`config.mk`:
```
export PLATFORM = sky130hd
export DESIGN_NAME = cond_branch_and_load_store
export DESIGN_NICKNAME = d
export VERILOG_FILES = /design/src/verilog/cond_branch_and_load_store.v
export VERILOG_INCLUDE_DIRS = /design/src /design/src/verilog
export SDC_FILE = /design/constraint.sdc
export NUM_CORES = 2
export LEC_CHECK = 0
export BUFFER_PORTS_ARGS = -buffer_cell sky130_fd_sc_hd__buf_2
export CORE_UTILIZATION = 30
export DETAILED_ROUTE_END_ITERATION = 7
export PLACE_DENSITY = 0.47
export REMOVE_ABC_BUFFERS = 1
export SLEW_MARGIN = 5
export SYNTH_ARGS = -nofsm -noshare
export SYNTH_HDL_FRONTEND = slang
export SYNTH_SLANG_ARGS = --single-unit
```
`constraint.sdc`:
```
create_clock -name MCLK -period 4.4 [get_ports MCLK]
set_input_delay 0.66 -clock MCLK [delete_from_list [all_inputs] [get_ports MCLK]]
set_output_delay 0.66 -clock MCLK [all_outputs]
set_load 0.02 [all_outputs]
```
`src/verilog/exec_map.vh`:
```
// Constants for the branch and load/store execution unit
`ifndef EXEC_MAP_VH
`define EXEC_MAP_VH

// APB register byte offsets
`define OFS_INSN     8'h00
`define OFS_INSN2    8'h04
`define OFS_PC       8'h08
`define OFS_FLAGS    8'h0c
`define OFS_STATUS   8'h10
`define OFS_REGSEL   8'h14
`define OFS_REGDATA  8'h18

// Reset values
`define RST_PC       16'h0000
`define RST_FLAGS    8'h00

// Flag register bit positions
`define FLG_C        3'h0
`define FLG_Z        3'h1
`define FLG_N        3'h2
`define FLG_V        3'h3
`define FLG_S        3'h4
`define FLG_H        3'h5
`define FLG_T        3'h6
`define FLG_I        3'h7

// Instruction classes in bits 15:12
`define CLS_BRANCH   4'h0
`define CLS_COPY     4'h1
`define CLS_PAIR     4'h2
`define CLS_CONST    4'h3
`define CLS_PREAD    4'h4
`define CLS_PWRITE   4'h5
`define CLS_OREAD    4'h6
`define CLS_OWRITE   4'h7
`define CLS_AREAD    4'h8
`define CLS_AWRITE   4'h9
`define CLS_CODE     4'ha

// Pointer addressing modes
`define PM_PLAIN     2'h0
`define PM_POSTINC   2'h1
`define PM_PREDEC    2'h2

// Pointer selects
`define PTR_X        2'h0
`define PTR_Y        2'h1
`define PTR_Z        2'h2

// Status bit positions
`define ST_BUSY      0
`define ST_CYC_LO    1
`define ST_CYC_HI    2
`define ST_TAKEN     3
`define ST_ILLEGAL   4

// Execution times in cycles
`define CYC_ONE      2'h1
`define CYC_TWO      2'h2
`define CYC_THREE    2'h3

`endif

```
`src/verilog/cond_branch_and_load_store.v`:
```
// Branch, move and data load/store execution unit with APB access
//
// Functional notes
// - Flag-set branch jumps to pc plus offset plus one
// - Flag-clear branch jumps when selected bit zero
// - Equal/not-equal branches test zero flag
// - Carry-set/lower and carry-clear/higher test carry
// - Same-or-higher uses carry-clear condition
// - Negative/positive branches test negative flag
// - Signed ge jumps when N xor V zero
// - Signed less jumps when N xor V one
// - Half-carry branches test half-carry flag
// - User-bit branches test transfer flag
// - Interrupt branches test global enable flag
// - Moves and constant load: one cycle, no flags
// - Pointer read two cycles, optional post-increment
// - Pre-decrement read decrements pointer first
// - Offset read uses Y/Z plus displacement
// - Absolute read from address word, two cycles
// - Pointer write two cycles, optional post-increment
// - Pre-decrement write decrements pointer first
// - Offset write uses Y/Z plus displacement
// - Absolute write to address word, two cycles
// - Code space read via Z, three cycles
//
// The placing of the registers and the APB register port were decided locally.
`timescale 1ns/1ps
`include "exec_map.vh"

module cond_branch_and_load_store #(
    parameter ADDR_W = 16
) (
    input  wire              MCLK,
    input  wire              NRST,
    input  wire              PSEL,
    input  wire              PENABLE,
    input  wire              PWRITE,
    input  wire [7:0]        PADDR,
    input  wire [31:0]       PWDATA,
    output reg  [31:0]       PRDATA,
    output reg               PREADY,
    output reg               PSLVERR,
    output reg  [ADDR_W-1:0] DM_ADDR,
    output reg  [7:0]        DM_WDATA,
    output reg               DM_WE,
    output reg               DM_RE,
    input  wire [7:0]        DM_RDATA,
    output reg  [ADDR_W-1:0] PM_ADDR,
    output reg               PM_RE,
    input  wire [7:0]        PM_RDATA,
    output reg               BUSY
);

////////////////////////////////////////////////////////////////////////
// State encoding

localparam S_IDLE = 2'h0;
localparam S_C1   = 2'h1;
localparam S_C2   = 2'h2;
localparam S_C3   = 2'h3;

////////////////////////////////////////////////////////////////////////
// Storage

reg  [7:0]        regs [0:31];
reg  [15:0]       ir_r;
reg  [15:0]       ir2_r;
reg  [15:0]       pc_r;
reg  [15:0]       pcn_r;
reg  [7:0]        flags_r;
reg  [1:0]        state_r;
reg  [1:0]        cyc_r;
reg  [1:0]        last_cyc_r;
reg               taken_r;
reg               illegal_r;
reg  [4:0]        regsel_r;
reg  [4:0]        dst_r;
integer           i;

////////////////////////////////////////////////////////////////////////
// Field decode

wire [3:0]        cls     = ir_r[15:12];
wire              b_sense = ir_r[11];
wire [2:0]        b_bit   = ir_r[10:8];
wire [6:0]        b_off   = ir_r[6:0];
wire [4:0]        f_d     = ir_r[4:0];
wire [4:0]        f_cr    = ir_r[9:5];
wire [3:0]        f_pd    = ir_r[7:4];
wire [3:0]        f_pr    = ir_r[3:0];
wire [3:0]        f_kd    = ir_r[11:8];
wire [7:0]        f_k     = ir_r[7:0];
wire [1:0]        f_psel  = ir_r[11:10];
wire [1:0]        f_pmode = ir_r[9:8];
wire              f_osel  = ir_r[11];
wire [5:0]        f_q     = ir_r[10:5];
wire              f_cinc  = ir_r[8];

////////////////////////////////////////////////////////////////////////
// Helper functions

// Condition of a flag-test branch; bit S is formed as N xor V
function cond_true;
    input [2:0] sbit;
    input       sense;
    input [7:0] fl;
    reg         v;
    begin
        v = fl[sbit];
        if (sbit == `FLG_S) begin
            v = fl[`FLG_N] ^ fl[`FLG_V];
        end
        cond_true = sense ? v : ~v;
    end
endfunction

// Low register index of a pointer pair
function [4:0] ptr_base;
    input [1:0] sel;
    reg   [1:0] s1;
    begin
        s1 = sel + 2'h1;
        ptr_base = {2'b11, s1, 1'b0};
    end
endfunction

// True when an APB write must be refused because an instruction is executing
function busy_block;
    input [1:0] st;
    begin
        busy_block = (st != S_IDLE);
    end
endfunction

////////////////////////////////////////////////////////////////////////
// Operand paths

wire [4:0]        pb     = ptr_base(f_psel);
wire [15:0]       pval   = {regs[pb + 5'h1], regs[pb]};
wire [4:0]        ob     = ptr_base(f_osel ? `PTR_Z : `PTR_Y);
wire [15:0]       oval   = {regs[ob + 5'h1], regs[ob]};
wire [4:0]        zb     = ptr_base(`PTR_Z);
wire [15:0]       zval   = {regs[zb + 5'h1], regs[zb]};
wire [15:0]       pinc   = pval + 16'h0001;
wire [15:0]       pdec   = pval - 16'h0001;
wire [15:0]       zinc   = zval + 16'h0001;
wire [15:0]       oaddr  = oval + {10'h000, f_q};
wire [15:0]       boff   = {{9{b_off[6]}}, b_off};
wire [15:0]       btgt   = pc_r + boff + 16'h0001;
wire              ptr_ok = (f_psel != 2'h3) && (f_pmode != 2'h3);
wire              take   = cond_true(b_bit, b_sense, flags_r);
wire [15:0]       paddr  = (f_pmode == `PM_PREDEC) ? pdec : pval;

////////////////////////////////////////////////////////////////////////
// APB decode

wire              acc1   = PSEL & PENABLE & ~PREADY;
wire              acc2   = PSEL & PENABLE & PREADY;
wire              wr_go  = acc2 & PWRITE & ~PSLVERR;
wire              mapped = (PADDR == `OFS_INSN)   || (PADDR == `OFS_INSN2) ||
                           (PADDR == `OFS_PC)     || (PADDR == `OFS_FLAGS) ||
                           (PADDR == `OFS_STATUS) || (PADDR == `OFS_REGSEL) ||
                           (PADDR == `OFS_REGDATA);
wire              ro_hit = (PADDR == `OFS_STATUS);
wire              wr_err = PWRITE & (ro_hit | busy_block(state_r));

reg  [31:0]       rd_nxt;

always @* begin
    rd_nxt = 32'h0000_0000;
    case (PADDR)
        `OFS_INSN:    rd_nxt = {16'h0000, ir_r};
        `OFS_INSN2:   rd_nxt = {16'h0000, ir2_r};
        `OFS_PC:      rd_nxt = {16'h0000, pc_r};
        `OFS_FLAGS:   rd_nxt = {24'h000000, flags_r};
        `OFS_STATUS:  rd_nxt = {27'h0000000, illegal_r, taken_r, last_cyc_r, BUSY};
        `OFS_REGSEL:  rd_nxt = {27'h0000000, regsel_r};
        `OFS_REGDATA: rd_nxt = {24'h000000, regs[regsel_r]};
        default:      rd_nxt = 32'h0000_0000;
    endcase
end

////////////////////////////////////////////////////////////////////////
// Bus slave and execution sequencer

always @(posedge MCLK or negedge NRST) begin
    if (!NRST) begin
        PRDATA     <= 32'h0000_0000;
        PREADY     <= 1'b0;
        PSLVERR    <= 1'b0;
        DM_ADDR    <= 16'h0000;
        DM_WDATA   <= 8'h00;
        DM_WE      <= 1'b0;
        DM_RE      <= 1'b0;
        PM_ADDR    <= 16'h0000;
        PM_RE      <= 1'b0;
        BUSY       <= 1'b0;
        ir_r       <= 16'h0000;
        ir2_r      <= 16'h0000;
        pc_r       <= `RST_PC;
        pcn_r      <= `RST_PC;
        flags_r    <= `RST_FLAGS;
        state_r    <= S_IDLE;
        cyc_r      <= 2'h0;
        last_cyc_r <= 2'h0;
        taken_r    <= 1'b0;
        illegal_r  <= 1'b0;
        regsel_r   <= 5'h00;
        dst_r      <= 5'h00;
        for (i = 0; i < 32; i = i + 1) begin
            regs[i] <= 8'h00;
        end
    end else begin
        // Two-cycle access phase: data and error ready on the second
        PREADY <= acc1;
        if (acc1) begin
            PRDATA  <= PWRITE ? 32'h0000_0000 : rd_nxt;
            PSLVERR <= ~mapped | wr_err;
        end else if (!PSEL) begin
            PSLVERR <= 1'b0;
        end

        if (wr_go) begin
            case (PADDR)
                `OFS_INSN: begin
                    ir_r      <= PWDATA[15:0];
                    state_r   <= S_C1;
                    BUSY      <= 1'b1;
                    cyc_r     <= 2'h0;
                    taken_r   <= 1'b0;
                    illegal_r <= 1'b0;
                end
                `OFS_INSN2:   ir2_r    <= PWDATA[15:0];
                `OFS_PC:      pc_r     <= PWDATA[15:0];
                `OFS_FLAGS:   flags_r  <= PWDATA[7:0];
                `OFS_REGSEL:  regsel_r <= PWDATA[4:0];
                `OFS_REGDATA: regs[regsel_r] <= PWDATA[7:0];
                default: begin
                end
            endcase
        end

        case (state_r)
            S_C1: begin
                cyc_r <= cyc_r + 2'h1;
                pcn_r <= pc_r + 16'h0001;
                case (cls)
                    `CLS_BRANCH: begin
                        if (take) begin
                            pcn_r   <= btgt;
                            taken_r <= 1'b1;
                            state_r <= S_C2;
                        end else begin
                            pc_r       <= pc_r + 16'h0001;
                            state_r    <= S_IDLE;
                            BUSY       <= 1'b0;
                            last_cyc_r <= `CYC_ONE;
                        end
                    end
                    `CLS_COPY: begin
                        regs[f_cr] <= regs[f_d];
                        pc_r       <= pc_r + 16'h0001;
                        state_r    <= S_IDLE;
                        BUSY       <= 1'b0;
                        last_cyc_r <= `CYC_ONE;
                    end
                    `CLS_PAIR: begin
                        regs[{f_pd, 1'b0}] <= regs[{f_pr, 1'b0}];
                        regs[{f_pd, 1'b1}] <= regs[{f_pr, 1'b1}];
                        pc_r       <= pc_r + 16'h0001;
                        state_r    <= S_IDLE;
                        BUSY       <= 1'b0;
                        last_cyc_r <= `CYC_ONE;
                    end
                    `CLS_CONST: begin
                        regs[{1'b1, f_kd}] <= f_k;
                        pc_r       <= pc_r + 16'h0001;
                        state_r    <= S_IDLE;
                        BUSY       <= 1'b0;
                        last_cyc_r <= `CYC_ONE;
                    end
                    `CLS_PREAD, `CLS_PWRITE: begin
                        if (ptr_ok) begin
                            DM_ADDR <= paddr;
                            dst_r   <= f_d;
                            if (cls == `CLS_PWRITE) begin
                                DM_WDATA <= regs[f_d];
                                DM_WE    <= 1'b1;
                            end else begin
                                DM_RE    <= 1'b1;
                            end
                            if (f_pmode == `PM_POSTINC) begin
                                regs[pb]        <= pinc[7:0];
                                regs[pb + 5'h1] <= pinc[15:8];
                            end else if (f_pmode == `PM_PREDEC) begin
                                regs[pb]        <= pdec[7:0];
                                regs[pb + 5'h1] <= pdec[15:8];
                            end
                            state_r <= S_C2;
                        end else begin
                            illegal_r  <= 1'b1;
                            pc_r       <= pc_r + 16'h0001;
                            state_r    <= S_IDLE;
                            BUSY       <= 1'b0;
                            last_cyc_r <= `CYC_ONE;
                        end
                    end
                    `CLS_OREAD, `CLS_OWRITE: begin
                        DM_ADDR <= oaddr;
                        dst_r   <= f_d;
                        if (cls == `CLS_OWRITE) begin
                            DM_WDATA <= regs[f_d];
                            DM_WE    <= 1'b1;
                        end else begin
                            DM_RE    <= 1'b1;
                        end
                        state_r <= S_C2;
                    end
                    `CLS_AREAD, `CLS_AWRITE: begin
                        DM_ADDR <= ir2_r;
                        dst_r   <= f_d;
                        pcn_r   <= pc_r + 16'h0002;
                        if (cls == `CLS_AWRITE) begin
                            DM_WDATA <= regs[f_d];
                            DM_WE    <= 1'b1;
                        end else begin
                            DM_RE    <= 1'b1;
                        end
                        state_r <= S_C2;
                    end
                    `CLS_CODE: begin
                        PM_ADDR <= zval;
                        PM_RE   <= 1'b1;
                        dst_r   <= f_d;
                        if (f_cinc) begin
                            regs[zb]        <= zinc[7:0];
                            regs[zb + 5'h1] <= zinc[15:8];
                        end
                        state_r <= S_C2;
                    end
                    default: begin
                        illegal_r  <= 1'b1;
                        pc_r       <= pc_r + 16'h0001;
                        state_r    <= S_IDLE;
                        BUSY       <= 1'b0;
                        last_cyc_r <= `CYC_ONE;
                    end
                endcase
            end
            S_C2: begin
                cyc_r <= cyc_r + 2'h1;
                if (cls == `CLS_CODE) begin
                    state_r <= S_C3;
                end else begin
                    if (DM_RE) begin
                        regs[dst_r] <= DM_RDATA;
                    end
                    DM_RE      <= 1'b0;
                    DM_WE      <= 1'b0;
                    pc_r       <= pcn_r;
                    state_r    <= S_IDLE;
                    BUSY       <= 1'b0;
                    last_cyc_r <= `CYC_TWO;
                end
            end
            S_C3: begin
                cyc_r       <= cyc_r + 2'h1;
                regs[dst_r] <= PM_RDATA;
                PM_RE       <= 1'b0;
                pc_r        <= pcn_r;
                state_r     <= S_IDLE;
                BUSY        <= 1'b0;
                last_cyc_r  <= `CYC_THREE;
            end
            default: begin
            end
        endcase
    end
end

// Branch aliases on the generic flag test:
// equal/not-equal on Z
// carry set/lower, clear/higher
// negative/positive on N
// half-carry on H
// user bit on T
// interrupt state on I
// No instruction here writes flags_r; only the bus does.

endmodule

```
* Word level (Yosys, flattened, before mapping)
Cells that the tools add are included.
** Word-level totals
- Bits in registers :: 422
** Cells by class
- $add $sub $neg :: 12
- $lt $le $gt $ge :: 22
- Equality and inequality tests :: 42
- Mux-type cells :: 133
- Bitwise gates (word level) :: 26
- Reduce and logical (&&, ||, !) cells :: 43
** Operator list (number)
- bitwise mux 256 bit :: 11
- 2-to-1 mux 256 bit :: 7
- case mux 256 bit (5 select lines) :: 1
- case mux 256 bit (3 select lines) :: 1
- binary-select mux 8 bit (select 5 bit) :: 8
- demux 8 bit (select 5 bit) :: 8
- 2-to-1 mux 8 bit :: 28
- 2-to-1 mux 16 bit :: 9
- case mux 16 bit (3 select lines) :: 3
- case mux 16 bit (7 select lines) :: 1
- >= comparator 6 bit (second input constant) :: 13
- NOT 5 -> 6 bit :: 13
- adder 16 x 1 -> 16 bit (second input constant) :: 4
- less-than comparator 6 x 1 -> 1 bit (second input constant) :: 8
- 2-to-1 mux 32 bit :: 1
- case mux 16 bit (2 select lines) :: 1
- 2-to-1 mux 1 bit :: 29
- inequality test 3 bit (second input constant) :: 9
- equality test 8 x 5 -> 1 bit (second input constant) :: 3
- case mux 2 bit (3 select lines) :: 4
- case mux 8 bit (3 select lines) :: 1
- 2-to-1 mux 2 bit :: 9
- inequality test 2 bit (second input constant) :: 9
- adder 16 bit :: 1
- 41 further kinds :: 96

* Depth between registers and ports, before layout
- Word-level depth :: 15
- Mapped depth :: 18
- Gate-level depth less buffers :: 13

* Worst setup path after synthesis
OpenSTA, ideal clock, no wires.
- Path kind :: register -> register
- Start point :: register ir_r[10]
- End point :: register regs[4] (netlist bit)
- Setup time :: 0.146 ns
- Arrival :: 4.219 ns
- Data required time :: 4.254 ns
- Setup slack :: 0.035 ns
- Cell stages (with the launch flop) :: 19
- Path buffers :: 5
- Period minus slack after synthesis :: 4.365 ns
- Path through :: dfrtp_1 -> buf_4 -> buf_2 -> inv_1 -> ha_1 -> buf_2 -> buf_2 -> mux4_2 -> clkbuf_1 -> inv_1 -> ha_1 -> inv_1 -> nor3_1 -> nand2_1 -> or4b_4 -> xnor2_1 -> o221a_2 -> o311ai_1 -> a22oi_1
** Between the ends
- Longest elaborated chain between the ends :: 13
- Elaborated cells on any way between the ends :: 40
- Those cells by class :: 4 x add/sub; 6 x order compare; 1 x eq/ne; 22 x mux; 3 x bitwise; 4 x reduce/logical
** Ends and longest elaborated chain
- start: declaration :: line cond_branch_and_load_store.v:66 : reg [15:0] ir_r;
- start signal: assignment :: line cond_branch_and_load_store.v:226 : ir_r <= PWDATA[15:0];
- adder 2 x 1 -> 2 bit :: line cond_branch_and_load_store.v:122 : s1 = sel + 2'h1;
- adder 4 x 2 -> 5 bit or NOT 5 -> 6 bit (tied branches)
- NOT 5 -> 6 bit (not written as such) (tied with other cells) :: line cond_branch_and_load_store.v:139, cond_branch_and_load_store.v:294, cond_branch_and_load_store.v:297
- binary-select mux 8 bit (select 5 bit) (tied with other cells) :: line cond_branch_and_load_store.v:139 : wire [15:0] pval = {regs[pb + 5'h1], regs[pb]};
- 2-to-1 mux 8 bit (not written as such) (tied with other cells) (2 in series) :: line cond_branch_and_load_store.v:139
- subtractor 16 x 1 -> 16 bit (tied with other cells) :: line cond_branch_and_load_store.v:145 : wire [15:0] pdec = pval - 16'h0001;
- bitwise mux 256 bit :: line cond_branch_and_load_store.v:297 : regs[pb + 5'h1] <= pdec[15:8];
- 2-to-1 mux 256 bit :: line cond_branch_and_load_store.v:295 : end else if (f_pmode == `PM_PREDEC) begin
- 2-to-1 mux 256 bit :: line cond_branch_and_load_store.v:292 : if (f_pmode == `PM_POSTINC) begin
- 2-to-1 mux 256 bit :: line cond_branch_and_load_store.v:283 : if (ptr_ok) begin
- case mux 256 bit (5 select lines) * :: line cond_branch_and_load_store.v:247 : case (cls)
- case mux 256 bit (3 select lines) * :: line cond_branch_and_load_store.v:243 : case (state_r)
- end signal: indexed assignment :: line cond_branch_and_load_store.v:293 : regs[pb] <= pinc[7:0];
- end signal: indexed assignment :: line cond_branch_and_load_store.v:294 : regs[pb + 5'h1] <= pinc[15:8];
- end signal: indexed assignment :: line cond_branch_and_load_store.v:296 : regs[pb] <= pdec[7:0];
- end: declaration :: line cond_branch_and_load_store.v:65 : reg [7:0] regs [0:31];
Every way passes the cells marked *; elsewhere a longest branch is shown, timed or not. The select of a mux whose other input is x is not followed.
A chain may end at the register's enable or synchronous reset.

* Worst setup path after layout
- Start point :: register ir_r[14]
- End point :: register regs[103] (netlist bit)
** Between the ends
- Longest elaborated chain between the ends :: 4
- Elaborated cells on any way between the ends :: 10
- Those cells by class :: 6 x eq/ne; 3 x mux; 1 x reduce/logical
** Ends and longest elaborated chain
- equality test 4 x 3 -> 1 bit :: line cond_branch_and_load_store.v:247
- OR reduction 2 bit :: line cond_branch_and_load_store.v:247
- case mux 256 bit (5 select lines) :: line cond_branch_and_load_store.v:247
- case mux 256 bit (3 select lines) * :: line cond_branch_and_load_store.v:243
- end signal: indexed assignment :: line cond_branch_and_load_store.v:237 : `OFS_REGDATA: regs[regsel_r] <= PWDATA[7:0];
- end signal: indexed assignment :: line cond_branch_and_load_store.v:261 : regs[f_cr] <= regs[f_d];
- end signal: indexed assignment :: line cond_branch_and_load_store.v:268 : regs[{f_pd, 1'b0}] <= regs[{f_pr, 1'b0}];
Every way passes the cells marked *; elsewhere a longest branch is shown, timed or not.

==> results by group <==
Run status
  – Status: complete, but fails checks
  – Failing checks: DRC, hold timing

Yosys
  – Async SR Flop Fraction: 100%
  – Flops & latches, synth: 406
  – EDFF count, synth: 0
  – Seq/Total Area, Yosys: 22.2%
  – Synthesized area per cell: 7.82 um2
  – Mapped Area: 0.0457 mm2
  – Yosys cell types: 97
  – Dominant synthesized flop cell: dfrtp_1
  – Synthesis Warnings: 0
  – Synth Instances: 5,847

Clock network
  – TritonCTS clock tree: done
  – Clock Sinks: 406
  – H-tree levels: 2
  – Root buf cell: clkbuf_16
  – Max clock buf depth: 3
  – CTS clk-pin slew, worst paths: 0.07 ns
  – CTS Buf Count: 59
  – CTS Hold Buffers Added: 0
  – Post-CTS setup buffers: 0
  – Clk Latency, worst-skew pair: 0.74 ns
  – CTS resizes: 0

Route
  – Final wirelength: 343 mm
  – Pre-antenna DRT Iters: 8
  – DR DRC count: 13
  – Detailed-route via count: 57,419
  – Post-route ant nets: 0
  – Vias per cell: 7.17
  – Initial DRC Count: 10,262
  – DR WL/cell: 42.8 um

Timing
  – Slew @ Worst Pin: 1.44 ns
  – Setup Skew: 0.0294 ns
  – Endpoints failing hold: 1
  – Worst slew margin: 4.25%
  – Crit path time final: 4.24 ns
  – WHS: -0.00435 ns
  – F_max: 236 MHz
  – RSZ-0062 raised after global routing: false
  – Final Cycle Share: 96.3%
  – Final number of setup-violating endpoints: 0
  – Slew Limit Fails: 0

Setup path
  – Kind of end point of the critical path: flop
  – Startpoint Class: flop
  – Depth of the worst register-to-register path: 8
  – R2r setup slk: 0.16 ns
  – RR Startpoint: ir_r[14]$_DFFE_PN0P_
  – Worst setup path class: flop to flop
  – Reg2reg end: regs[103]$_DFF_PN0_
  – Crit-path max FO: 16
  – Critical Path RT: 5.04 ns
  – Arrival @ worst endpoint: 4.88 ns

Floorplanning
  – Die Span X: 393 um
  – IO Pins: 139
  – Die H: 393 um
  – Die Footprint: 0.154 mm2
  – Starting density of the core: 30.4%
  – Number of placement rows: 142
  – Core area: 0.151 mm2

Global route
  – Initial antenna violation count: 30
  – Number of global-route vias before repair: 51,604
  – GRT Total Usage: 43.1%
  – First-pass GRT wire length: 458 mm
  – Remaining Overflow, GRT: 0
  – Pin count of the biggest net entering global routing: 135

Placed design
  – RePlAce Congestion: 1.11
  – Placed cell areas: 0.0511 mm2
  – HPWL after DPL: 248 mm
  – Buffers on Ports: 106

Power and ir drop
  – Worst vdd ir: 0.474 mV
  – Leakage: 21.8 nW
  – Pwr/cell area: 419 mW/mm2

Hold path
  – HP Class: input port to asynchronous set/reset pin

Layout
  – Layout cells sized above 1: 19.2%
  – Fin area: 0.0532 mm2
  – Fin util: 35.3%
  – Area Overhead vs Synth: 16.3%
  – Fin nets: 6,026

Job
  – Max-cap violations: 0
## placed cells by master (no fill, tap or decap), drive strengths merged, types with 17 or more instances in the layout
cell      n
nor2    583
mux2i   331
nand2b   41
clkbuf   82
xnor2    59
clkinv   20
inv      56
a222oi   94
or2      18
xor2     41
a22oi   136
mux4    184
and2     28
o31ai    17
a21oi   535
nand4    41
nor3     81
nand2   700
diode    24
a211oi  147
o211ai  152
mux2    107
nand3   134
ha       36
a32oi    30
and3     30
a221oi  130
nor2b    25
a31oi    45
o221ai  137
o22ai    90
a221o    30
buf     651
dfrtp   406
a21o     17
a22o     46
o21ai   454
## metrics by stage
step	setup WS, ns	std cells	total power [W]	TNS (ns)
2_1_floorplan	-10.02	5215	0.00965	-1933.14
3_3_place_gp	0.365	7882	0.0161	0
3_5_place_dp	0.434	7882	0.0161	0
4_1_cts	0.390	7989	0.0213	0
5_1_grt	0.186	7991	0.0223	0
6_report	0.161	8013	0.0223	0
## cell usage after synthesis (136+ instances only)
library cell | count | area [um2]
o221ai_1 | 137 | 1200
mux2i_1 | 331 | 3310
mux4_2 | 184 | 4140
a21oi_1 | 535 | 2680
o21ai_0 | 451 | 2260
dfrtp_1 | 406 | 10200
a22oi_1 | 136 | 1020
nor2_1 | 576 | 2160
nand2_1 | 699 | 2620
clkbuf_1 | 530 | 1990
o211ai_1 | 152 | 1140
a211oi_1 | 147 | 1100
## critical path, cell delays in order (launching register included)
cell and delay (ns):
dfrtp_1 0.59, or4b_2 1.06, buf_4 0.37, nor2_1 0.75, nand2_1 0.63, o21ai_0 0.30, o21ai_0 0.11, o311a_1 0.17
o22ai_1 0.13
## worst max-delay path by stage
stage	startpoint	to	slack, ns	cells past startpoint
after floorplan	state_r[0]$_DFFE_PN0P_	regs[142]$_DFF_PN0_	-10.02	5
after global placement	ir_r[10]$_DFFE_PN0P_	regs[47]$_DFF_PN0_	0.36	12
after detailed placement	ir_r[10]$_DFFE_PN0P_	regs[47]$_DFF_PN0_	0.43	12
after CTS	ir_r[10]$_DFFE_PN0P_	regs[47]$_DFF_PN0_	0.39	12
after global routing	ir_r[14]$_DFFE_PN0P_	regs[103]$_DFF_PN0_	0.19	8
final	ir_r[14]$_DFFE_PN0P_	regs[103]$_DFF_PN0_	0.16	8
## routing by layer
metal / vias to the layer above / share of wire [%] / track usage [%]
li1: 22729 / - / -
met1: 28436 / 39 / 56.9
met2: 5171 / 39 / 57.5
met3: 1075 / 15 / 17.3
met4: 8 / 7.4 / 26.9
met5: - / 0.030 / 0.255
## power by group
part	switching (W)	internal, W	leakage (nW)	total [W]
clock network	0.00223	0.00299	0.992	0.00522
registers	0.00118	0.00422	5.42	0.00541
logic	0.00837	0.00326	15.4	0.0116
total	0.0118	0.0105	21.8	0.0223
## cell type report
type / count / area, um2
Antenna cell: 24 / 60.1
Clock buffer: 82 / 1670
Clock inverter: 25 / 320
Fill cell: 15887 / 97500
Inverter: 57 / 214
Multi-Input combinational cell: 4752 / 33000
Sequential cell: 406 / 10200
Tap cell: 2016 / 2520
Timing Repair Buffer: 651 / 5200
## sequential cells by signal (all words and copies together) (netlist names), 5 cells and up
name      cells
DM_ADDR      16
DM_WDATA      8
PM_ADDR      16
PRDATA       16
dst_r         5
flags_r       8
ir2_r        16
ir_r         16
pc_r         16
pcn_r        16
regs        256
regsel_r      5
## kinds of logic (layout without fill, tap and decap cells)
logic type	count (synthesis)	count (layout)	share of synthesized area [%]
compound gates	2209	2209	32.6
fa+ha+maj	38	38	1.07
xor+xnor	100	100	1.91
other cells	1	40	0.00820
mux	622	622	18.9
flops	406	406	22.2
buf+inv	704	815	6.27
simple gates	1767	1767	17.0
Power figures use the tool's default switching activity.
